## src/hdl/tap_pkg.sv

```systemverilog
// Shared constants and types for the terminal answerback and polling sequencer
package tap_pkg;

	// Character width and bit positions (1 2 4 8 A B C)
	localparam int CHAR_W = 7;
	localparam int BIT_1 = 0;
	localparam int BIT_2 = 1;
	localparam int BIT_4 = 2;
	localparam int BIT_8 = 3;
	localparam int BIT_A = 4;
	localparam int BIT_B = 5;
	localparam int BIT_C = 6;

	// Default control character codes, overridable per line discipline
	localparam logic [6:0] CTL_RECV_CODE = 7'h7c;
	localparam logic [6:0] ADDR_SEL_CODE = 7'h62;
	localparam logic [6:0] TEXT_GO_CODE = 7'h54;
	localparam logic [6:0] SPACE_CODE = 7'h40;
	localparam logic [6:0] ALLCALL_CODE = 7'h31;
	localparam logic [6:0] START_CODE = 7'h1e;
	localparam logic [6:0] YES_CODE = 7'h7f;
	localparam logic [6:0] NO_CODE = 7'h20;

	// Reset values
	localparam logic [6:0] CHAR_RST = 7'h00;
	localparam logic [10:0] PINS_RST = 11'h000;

	// Pin vector positions after synchronising
	localparam int PIN_BID = 0;
	localparam int PIN_NO_PAPER = 1;
	localparam int PIN_INS_DOWN = 2;
	localparam int PIN_LOCAL = 3;
	localparam int PIN_BUF_PRINT = 4;
	localparam int PIN_ENTER = 5;
	localparam int PIN_INHIBIT = 6;
	localparam int PIN_ELEC_ERR = 7;
	localparam int PIN_IO_ERR = 8;
	localparam int PIN_RX_PAR = 9;
	localparam int PIN_TX_PAR = 10;
	localparam int PIN_N = 11;

	// Line control modes
	typedef enum logic [3:0] {
		MODE_TNS = 4'h0,
		MODE_CR = 4'h1,
		MODE_CA = 4'h2,
		MODE_CAS = 4'h3,
		MODE_TSA = 4'h4,
		MODE_CS = 4'h5,
		MODE_RT = 4'h6,
		MODE_IP = 4'h7,
		MODE_TT = 4'h8,
		MODE_TPA = 4'h9
	} tap_mode_type;

endpackage

```

## src/hdl/tap_sequencer.sv

```systemverilog
// Line control sequencer: addressing, polling and answerback replies
`timescale 1ns/10ps
module tap_sequencer
	import tap_pkg::*;
#(
	parameter logic [6:0] CTL_RECV = CTL_RECV_CODE,
	parameter logic [6:0] ADDR_SEL = ADDR_SEL_CODE,
	parameter logic [6:0] TEXT_GO = TEXT_GO_CODE,
	parameter logic [6:0] SPACE = SPACE_CODE,
	parameter logic [6:0] ALLCALL = ALLCALL_CODE,
	parameter logic [6:0] START = START_CODE,
	parameter logic [6:0] YES = YES_CODE,
	parameter logic [6:0] NO = NO_CODE
) (
	// Clock and reset
	input wire logic clk,
	input wire logic rst,
	// Received characters from the deserializer, same clock
	input wire logic rx_valid,
	input wire logic [6:0] rx_char,
	// Station configuration
	input wire logic [6:0] station_addr,
	input wire logic [6:0] group_addr,
	input wire logic allcall_master,
	input wire logic has_status,
	input wire logic recv_status,
	// Operator and status pins, asynchronous
	input wire logic bid_key,
	input wire logic no_paper,
	input wire logic insert_down,
	input wire logic local_mode,
	input wire logic buf_print,
	input wire logic enter_key,
	input wire logic status_inhibit,
	input wire logic elec_err,
	input wire logic io_err,
	input wire logic rx_par_err,
	input wire logic tx_par_err,
	// Characters to the serializer
	output logic tx_valid,
	input wire logic tx_ready,
	output logic [6:0] tx_char,
	// Line and operator outputs
	output logic send,
	output logic serdes_clk_run,
	output logic alarm_bell,
	output logic end_answerback,
	// Observable state
	output tap_mode_type mode,
	output logic master_flag,
	output logic end_of_state_latch,
	output logic first_status_latch,
	output logic second_status_latch,
	output logic [6:0] char_buffer_reg
);

	tap_mode_type mode_q;
	logic [PIN_N-1:0] pin_raw;
	logic [PIN_N-1:0] s1_q;
	logic [PIN_N-1:0] s2_q;
	logic [PIN_N-1:0] s3_q;
	logic [PIN_N-1:0] pin_q;
	logic master_q;
	logic recv_text_q;
	logic addr_sel_q;
	logic yes_q;
	logic first_q;
	logic second_q;
	logic eos_q;
	logic ph1_q;
	logic ph2_q;
	logic buf_full_q;
	logic pushed_q;
	logic start_sent_q;
	logic bell_q;
	logic end_q;
	logic [6:0] buf_q;
	logic [6:0] sense_char;
	logic [6:0] load_char;
	logic any_err;
	logic rx_ctl;
	logic latch_busy;
	logic answering;
	logic chain_start;
	logic push_ok;
	logic buf_reset;
	logic end_ans;
	logic fifo_ready;
	logic fifo_empty;
	logic enter_tsa;

	// Pins gathered so one synchroniser serves them all
	assign pin_raw = {tx_par_err, rx_par_err, io_err, elec_err, status_inhibit,
		enter_key, buf_print, local_mode, insert_down, no_paper, bid_key};

	// Three-stage synchroniser; stage one feeds only stage two
	always_ff @(posedge clk) begin
		if (rst) begin
			s1_q <= PINS_RST;
			s2_q <= PINS_RST;
			s3_q <= PINS_RST;
		end else begin
			s1_q <= pin_raw;
			s2_q <= s1_q;
			s3_q <= s2_q;
		end
	end

	// Accept a pin change only once two stages agree, filtering glitches
	always_ff @(posedge clk) begin
		if (rst) begin
			pin_q <= PINS_RST;
		end else begin
			for (int i = 0; i < PIN_N; i++) begin
				if (s2_q[i] == s3_q[i]) begin
					pin_q[i] <= s3_q[i];
				end
			end
		end
	end

	// Sense character; busy bits or stored errors
	always_comb begin
		sense_char = CHAR_RST;
		any_err = pin_q[PIN_ELEC_ERR] || pin_q[PIN_IO_ERR] || pin_q[PIN_RX_PAR] ||
			pin_q[PIN_TX_PAR];
		if (recv_status) begin
			if (!any_err) begin
				sense_char = SPACE;
			end else begin
				sense_char[BIT_A] = 1'b1;
				sense_char[BIT_C] = 1'b1;
				sense_char[BIT_1] = pin_q[PIN_ELEC_ERR];
				sense_char[BIT_2] = pin_q[PIN_IO_ERR];
				sense_char[BIT_4] = pin_q[PIN_RX_PAR];
				sense_char[BIT_8] = pin_q[PIN_TX_PAR];
			end
		end else if (!pin_q[PIN_INHIBIT]) begin
			sense_char[BIT_2] = pin_q[PIN_BID];
			sense_char[BIT_1] = pin_q[PIN_NO_PAPER] || pin_q[PIN_ENTER];
			sense_char[BIT_8] = pin_q[PIN_NO_PAPER] || pin_q[PIN_LOCAL];
			sense_char[BIT_C] = pin_q[PIN_NO_PAPER];
			sense_char[BIT_A] = pin_q[PIN_INS_DOWN];
			sense_char[BIT_4] = pin_q[PIN_BUF_PRINT];
		end
	end

	// Character chosen at the phase-two load
	always_comb begin
		load_char = NO;
		if (mode_q == MODE_TT) begin
			load_char = START;
		end else if (mode_q == MODE_TSA && first_q && !second_q) begin
			load_char = sense_char;
		end else if (mode_q == MODE_TSA && second_q) begin
			load_char = yes_q ? YES : NO;
		end
	end

	// Decodes shared by the processes below
	assign rx_ctl = rx_valid && (rx_char == CTL_RECV);
	assign latch_busy = first_q || second_q;
	assign enter_tsa = rx_valid && !latch_busy && mode_q == MODE_CAS && rx_char == SPACE &&
		master_q;
	assign answering = (mode_q == MODE_TSA && master_q && !recv_text_q) ||
		(mode_q == MODE_TPA && !master_q) ||
		(mode_q == MODE_TT && !start_sent_q);
	assign chain_start = answering && !ph2_q && !ph1_q && !buf_full_q && !eos_q;
	assign push_ok = buf_full_q && !pushed_q && fifo_ready;
	// Reset after the sense character left, between the two characters, or after the start character in MODE_TT
	assign buf_reset = eos_q && pushed_q && !push_ok && (first_q || mode_q == MODE_TT);
	assign end_ans = eos_q && !latch_busy && fifo_empty && buf_full_q &&
		(mode_q == MODE_TSA || mode_q == MODE_TPA);

	// Mode sequencing; latches block every change while set
	always_ff @(posedge clk) begin
		if (rst) begin
			mode_q <= MODE_TNS;
		end else if (end_ans) begin
			if (mode_q == MODE_TPA) begin
				mode_q <= MODE_CR;
			end else begin
				mode_q <= yes_q ? MODE_CS : MODE_CA;
			end
		end else if (rx_valid && !latch_busy) begin
			case (mode_q)
				MODE_TNS: begin
					if (rx_ctl) begin
						mode_q <= MODE_CR;
					end
				end
				MODE_CR: begin
					if (rx_char == ADDR_SEL) begin
						mode_q <= MODE_CA;
					end else if (rx_char == station_addr) begin
						mode_q <= MODE_IP;
					end
				end
				MODE_CA: begin
					if (rx_ctl) begin
						mode_q <= MODE_CR;
					end else if (rx_char == TEXT_GO) begin
						mode_q <= MODE_TNS;
					end else if (rx_char == station_addr || rx_char == group_addr ||
						rx_char == ALLCALL) begin
						mode_q <= MODE_CAS;
					end
				end
				MODE_CAS: begin
					if (enter_tsa) begin
						mode_q <= MODE_TSA;
					end else if (rx_ctl) begin
						mode_q <= MODE_CR;
					end else if (rx_char == TEXT_GO) begin
						mode_q <= MODE_TNS;
					end
				end
				MODE_CS: begin
					if (rx_char == TEXT_GO) begin
						mode_q <= MODE_RT;
					end else if (rx_ctl) begin
						mode_q <= MODE_CR;
					end
				end
				MODE_IP: begin
					if (rx_ctl) begin
						mode_q <= MODE_CR;
					end else if (rx_char == SPACE) begin
						mode_q <= pin_q[PIN_BID] ? MODE_TT : MODE_TPA;
					end else begin
						mode_q <= MODE_TNS;
					end
				end
				MODE_RT: begin
					if (rx_ctl) begin
						mode_q <= MODE_CR;
					end
				end
				default: begin
					mode_q <= mode_q;
				end
			endcase
		end
	end

	// Mode flip-flops: master, receive text, address selected
	always_ff @(posedge clk) begin
		if (rst) begin
			master_q <= 1'b0;
			recv_text_q <= 1'b0;
			addr_sel_q <= 1'b0;
		end else if (end_ans && mode_q == MODE_TPA) begin
			// Poll reply done: back in control receive, so the mode flags follow
			master_q <= 1'b1;
			recv_text_q <= 1'b0;
			addr_sel_q <= 1'b0;
		end else if (rx_valid && !latch_busy && !end_ans) begin
			if (rx_ctl && mode_q != MODE_TSA && mode_q != MODE_TPA && mode_q != MODE_TT) begin
				master_q <= 1'b1;
				recv_text_q <= 1'b0;
				addr_sel_q <= 1'b0;
			end else if (mode_q == MODE_CA && rx_char == station_addr) begin
				addr_sel_q <= 1'b1; // Own address always answers as master
			end else if (mode_q == MODE_CA && (rx_char == group_addr || rx_char == ALLCALL)) begin
				addr_sel_q <= 1'b1;
				master_q <= allcall_master;
			end else if (mode_q == MODE_CS && rx_char == TEXT_GO) begin
				recv_text_q <= 1'b1;
			end else if (mode_q == MODE_IP && rx_char == SPACE) begin
				master_q <= 1'b0;
			end
		end
	end

	// Reply decision and the bell, caught at entry to status answerback
	always_ff @(posedge clk) begin
		if (rst) begin
			yes_q <= 1'b0;
			bell_q <= 1'b0;
		end else begin
			bell_q <= enter_tsa && !has_status;
			if (enter_tsa) begin
				yes_q <= has_status;
			end
		end
	end

	// First and second status character latches
	always_ff @(posedge clk) begin
		if (rst) begin
			first_q <= 1'b0;
			second_q <= 1'b0;
		end else begin
			if (enter_tsa) begin
				first_q <= 1'b1;
			end else if (ph1_q && second_q) begin
				first_q <= 1'b0;
			end
			if (buf_reset && first_q) begin
				second_q <= 1'b1;
			end else if (push_ok && second_q && !first_q) begin
				second_q <= 1'b0;
			end
		end
	end

	// Control clock chain; phase two marks the buffer load
	always_ff @(posedge clk) begin
		if (rst) begin
			ph1_q <= 1'b0;
			ph2_q <= 1'b0;
		end else begin
			ph1_q <= chain_start;
			ph2_q <= ph1_q;
		end
	end

	// Character buffer; end-of-state holds it until the reply has gone
	always_ff @(posedge clk) begin
		if (rst) begin
			buf_q <= CHAR_RST;
			buf_full_q <= 1'b0;
			pushed_q <= 1'b0;
			eos_q <= 1'b0;
			start_sent_q <= 1'b0;
		end else if (end_ans || buf_reset) begin
			buf_q <= CHAR_RST;
			buf_full_q <= 1'b0;
			pushed_q <= 1'b0;
			eos_q <= 1'b0;
			start_sent_q <= start_sent_q || mode_q == MODE_TT;
		end else begin
			if (ph2_q) begin
				buf_q <= load_char;
				buf_full_q <= 1'b1;
			end
			if (push_ok) begin
				pushed_q <= 1'b1;
				eos_q <= 1'b1;
			end
			if (mode_q != MODE_TT) begin
				start_sent_q <= 1'b0;
			end
		end
	end

	// End pulse to the host side, one cycle per finished answerback
	always_ff @(posedge clk) begin
		if (rst) begin
			end_q <= 1'b0;
		end else begin
			end_q <= end_ans;
		end
	end

	// Shift register side; a stall there simply holds the buffer
	tap_pair_buf #(
		.WIDTH(CHAR_W)
	) u_pair_buf (
		.clk(clk),
		.rst(rst),
		.in_valid(buf_full_q && !pushed_q),
		.in_ready(fifo_ready),
		.in_data(buf_q),
		.out_valid(tx_valid),
		.out_ready(tx_ready),
		.out_data(tx_char),
		.empty(fifo_empty)
	);

	// Transmit modes drive the line and keep the serializer clock running
	assign send = (mode_q == MODE_TSA) || (mode_q == MODE_TPA) || (mode_q == MODE_TT);
	assign serdes_clk_run = send;
	assign alarm_bell = bell_q;
	assign end_answerback = end_q;
	assign mode = mode_q;
	assign master_flag = master_q;
	assign end_of_state_latch = eos_q;
	assign first_status_latch = first_q;
	assign second_status_latch = second_q;
	assign char_buffer_reg = buf_q;

endmodule

```

## src/hdl/tap_pair_buf.sv

```systemverilog
// Two-entry valid/ready buffer between the character buffer and the serializer
`timescale 1ns/10ps
module tap_pair_buf #(
	parameter int WIDTH = 7
) (
	// Clock and reset
	input wire logic clk,
	input wire logic rst,
	// Filling side
	input wire logic in_valid,
	output logic in_ready,
	input wire logic [WIDTH-1:0] in_data,
	// Draining side
	output logic out_valid,
	input wire logic out_ready,
	output logic [WIDTH-1:0] out_data,
	// Occupancy
	output logic empty
);

	logic [WIDTH-1:0] slot_q [2];
	logic [1:0] count_q;
	logic rd_q;
	logic wr_q;
	logic do_push;
	logic do_pop;

	// Handshakes are combinational so the source stalls the same cycle
	assign in_ready = (count_q != 2'h2);
	assign out_valid = (count_q != 2'h0);
	assign empty = (count_q == 2'h0);
	assign out_data = slot_q[rd_q];
	assign do_push = in_valid && in_ready;
	assign do_pop = out_valid && out_ready;

	// Storage slots, written by index
	always_ff @(posedge clk) begin
		if (rst) begin
			slot_q[0] <= '0;
			slot_q[1] <= '0;
		end else if (do_push) begin
			slot_q[wr_q] <= in_data;
		end
	end

	// Pointers and fill count
	always_ff @(posedge clk) begin
		if (rst) begin
			rd_q <= 1'b0;
			wr_q <= 1'b0;
			count_q <= 2'h0;
		end else begin
			if (do_push) begin
				wr_q <= ~wr_q;
			end
			if (do_pop) begin
				rd_q <= ~rd_q;
			end
			if (do_push && !do_pop) begin
				count_q <= count_q + 2'h1;
			end else if (do_pop && !do_push) begin
				count_q <= count_q - 2'h1;
			end
		end
	end

endmodule

```

## config.mk

```make
export PLATFORM = sky130hd
export DESIGN_NAME = tap_sequencer
export DESIGN_NICKNAME = d
export VERILOG_FILES = /design/src/hdl/tap_pkg.sv /design/src/hdl/tap_sequencer.sv /design/src/hdl/tap_pair_buf.sv
export SDC_FILE = /design/constraint.sdc
export NUM_CORES = 1
export LEC_CHECK = 0
export ABC_AREA = 1
export BUFFER_PORTS_ARGS = -buffer_cell sky130_fd_sc_hd__buf_2
export CAP_MARGIN = 20
export CORE_MARGIN = 2
export CORE_UTILIZATION = 45
export CTS_BUF_LIST = sky130_fd_sc_hd__clkbuf_8
export CTS_CLUSTER_DIAMETER = 80
export DETAILED_ROUTE_END_ITERATION = 10
export PLACE_DENSITY = 0.69
export SLEW_MARGIN = 20
export SYNTH_ARGS = -nofsm -noshare
export SYNTH_HDL_FRONTEND = slang
export SYNTH_SLANG_ARGS = --single-unit
```

## constraint.sdc

```tcl
create_clock -name clk -period 1.4 [get_ports clk]
set_input_delay 0.14 -clock clk [delete_from_list [all_inputs] [get_ports clk]]
set_output_delay 0.14 -clock clk [all_outputs]
set_load 0.05 [all_outputs]
```

==> metrics.txt <==
total CTS buffers 9; status finished, violations left; final hold viol count 0; cell area after synthesis about 4000 sq um; clock power share between 10% and 20%; PnR worst setup slack -0.161 ns; Seq pwr share between 30 and 40%; Netlist cell types 42; Biggest register u_pair_buf.slot_q; sequential fraction of the synthesis area 46.7%; Placed Area 4880 sq um; Sw Pwr 3380 uW; critical path data arrival time roughly 1.4 ns; Skew-Pair Late Insertion Delay roughly 0.36 ns; Worst-path clk slew approximately 0.080 ns; n_diodes 0; first-pass iteration count of the detailed router 4; cell area after layout between 5000 and 6000 sq um; most area-hungry cell type in the Yosys netlist dfxtp_1; initial antenna violation count 0; Final Non-Filler Cells approximately 760; Final min period about 1.6 ns; Layout area overhead 39.7%; largest net degree at the start of global routing 50; global-route wire length before repair around 15000 um; Metal-1 WL roughly 4000 um; Crit Path Max Fanout 5; Synth Flop Type dfxtp_1; Leak Pwr approximately 0.0026 uW; die height 98.1 um; Root Buffer clkbuf_8; Slew @ Worst Pin 0.490 ns; Remaining Overflow, GRT 0; Die ar. around 9600 sq um; final setup violation count 17; vias per cell approximately 4.7; Tot Pwr 8500 uW; Layout Skew roughly 0.0074 ns; combinational share of power a little under half; dpl hpwl ~6600 um; routed len/inst 11.8 um; ANT nets after route 0; VDD IR max between 0.6 and 0.7 mV; RSZ-0062 raised after global routing true; crit path kind register to primary output; worst hold path type input port to register; Worst R2R End mode[1]$_SDFFE_PP0P_; Syn Inst Count ~510; Tcrit/Tclk final 112%; max reg flops 14; violated checks negative setup slack; Slew Viols, Final 0; Hold Crit Depth 4; #FFs+latches synth 86; max_cap viols 0; # H-tree levels 3; CTS tree built; post-synth net total roughly 550; maximum root-to-sink buffer count 2; fraction of power spent switching nets ~40%; Starting Density between 40% and 50%; Initial DRC Count between 100 and 150; GP Congestion 0.895; Int Pwr roughly 5100 uW; total length of routed met3 wires 377 um; top post-synthesis cells by area dfxtp_1, edfxtp_1, inv_1; reg2reg path depth 11; Residual DRC 0; YS warnings 0; Syn Area/Cell 7.86 sq um; Finished Core Util ~64%; total track usage between 15 and 20%; fraction of layout cells with a size suffix above 1 around two fifths; r2r setup slk -0.13 ns; IO Count between 60 and 70; Placed Cells slightly above 700; setup_tns -1.59 ns; Cell Pwr Density 1530 nW/um^2; final wirelength roughly 9000 um; EDFF count, synth 14; number of global-route vias before repair roughly 3500; Critical Path RT 1.26 ns; fin nets slightly below 700; Core ar. about 8600 sq um; Rel. slew slack 67.3%; port bufs 65; Async S/R FF share, synth 0%; worst reg2reg path startpoint mode[1]$_SDFFE_PP0P_; row cnt 34; Met2 Wirelength about 4500 um; DR vias 3567; CTS sink count 86; type of element capturing the critical path primary output; Startpoint Class register; Synth top area share a little over a third; width of the die between 90 and 100 um; Max Freq 640 MHz; worst hold start tx_ready; top sig layer met4
worst max-delay path, stage by stage (launching register included):
cell     delay, ns
dfxtp_4       0.38
nor2_4        0.20
nand2_4       0.11
nand2_8       0.11
inv_6         0.04
nand2_4       0.07
buf_8         0.15
cell families (layout without fill, tap and decap cells):
group	Yosys count	count (layout)	synth area share (%)
AO/OA/AOI/OAI	81	81	11.9
XOR/XNOR	9	9	1.98
adder cells (fa/ha/maj)	1	1	0.314
buffers and inverters	113	262	10.9
flip-flops	86	86	46.7
multiplexers	7	7	1.98
AND/OR/NAND/NOR	210	210	26.2
metal layers:
layer	up-vias	track usage, %
met2	67	33.9
met1	1587	23.9
li1	1898	-
met5	-	0
met4	0	5.77
met3	15	5.01
worst max path at each step:
stage,startpoint,endpoint,depth (start not counted)
2_1_floorplan,mode[1]$_SDFFE_PP0P_,mode[0]$_SDFFE_PP0P_,13
3_3_place_gp,mode[0]$_SDFFE_PP0P_,mode[1]$_SDFFE_PP0P_,8
3_5_place_dp,rx_char[1],mode[1]$_SDFFE_PP0P_,9
4_1_cts,mode[1]$_SDFFE_PP0P_,serdes_clk_run,6
5_1_grt,mode[0]$_SDFFE_PP0P_,mode[2]$_SDFFE_PP0P_,10
6_report,mode[0]$_SDFFE_PP0P_,send,6
stage by stage:
step | setup WS, ns | hold slack, ns
CTS | -0.179 | 0.143
floorplan | -0.0535 | 0.219
detailed placement | -0.153 | 0.344
finish | -0.161 | 0.177
global placement | -0.0647 | 0.338
global route | -0.238 | 0.189
cells in the mapped netlist, types with 2 or more instances:
cell	number
xor2_1	2
a22oi_1	2
clkbuf_1	7
o211ai_1	2
o22ai_1	3
nand4_1	7
clkinv_1	2
a21oi_1	35
buf_4	2
nand3_1	22
nor2_1	83
a21oi_2	3
a211oi_1	9
nor2_8	2
nor3_1	4
nor2_2	6
nand2_1	62
o21ai_0	21
buf_2	2
edfxtp_1	14
dfxtp_1	72
nand2_4	6
nand2_2	8
mux2_2	7
inv_1	88
xnor2_1	7
inv_2	12
a221oi_1	3
repair_timing:
item | 4_1_cts | 5_1_grt
setup endpoints to repair | 39 | 46
pin swaps | 20 | 17
hold endpoints to repair | 12 | 0
resized for setup | 58 | 25
buffers inserted | 11 | 2
hold buffers | 12 | 0
area by class of cell:
cell class                 instances  area (sq um)
fill                             698          3070
multi-input combinational        308          1920
sequential                        86          1890
timing repair buffer             145          1060
inverter                         102           393
tap                              108           135
clock buffer                       9           124
clock inverter                     6          38.8
layout by cell type (no fill, tap or decap), types with 5 or more instances in the layout:
cell type,n
nand2_4,10
nand4_1,7
a21oi_1,25
inv_2,16
nor2_1,79
nand2_1,54
nand2_2,11
buf_6,10
nor2_4,7
nand3_2,5
a211oi_1,9
edfxtp_1,14
dlygate4sd3_1,12
a21oi_2,13
buf_2,56
mux2_4,7
buf_4,63
nand3_1,17
dfxtp_4,7
dfxtp_1,60
inv_1,83
xnor2_1,7
dfxtp_2,5
clkbuf_8,9
o21ai_0,15
power by group through the flow:
stage	Combinational (uW)	Sequential, uW	Clock [uW]
CTS	3840	3020	1520
global placement	3250	3010	0
finish	3990	3020	1480
floorplan	2040	3220	0
detailed placement	3270	3020	0
global route	4300	3060	1610
Power figures use the tool's default switching activity.
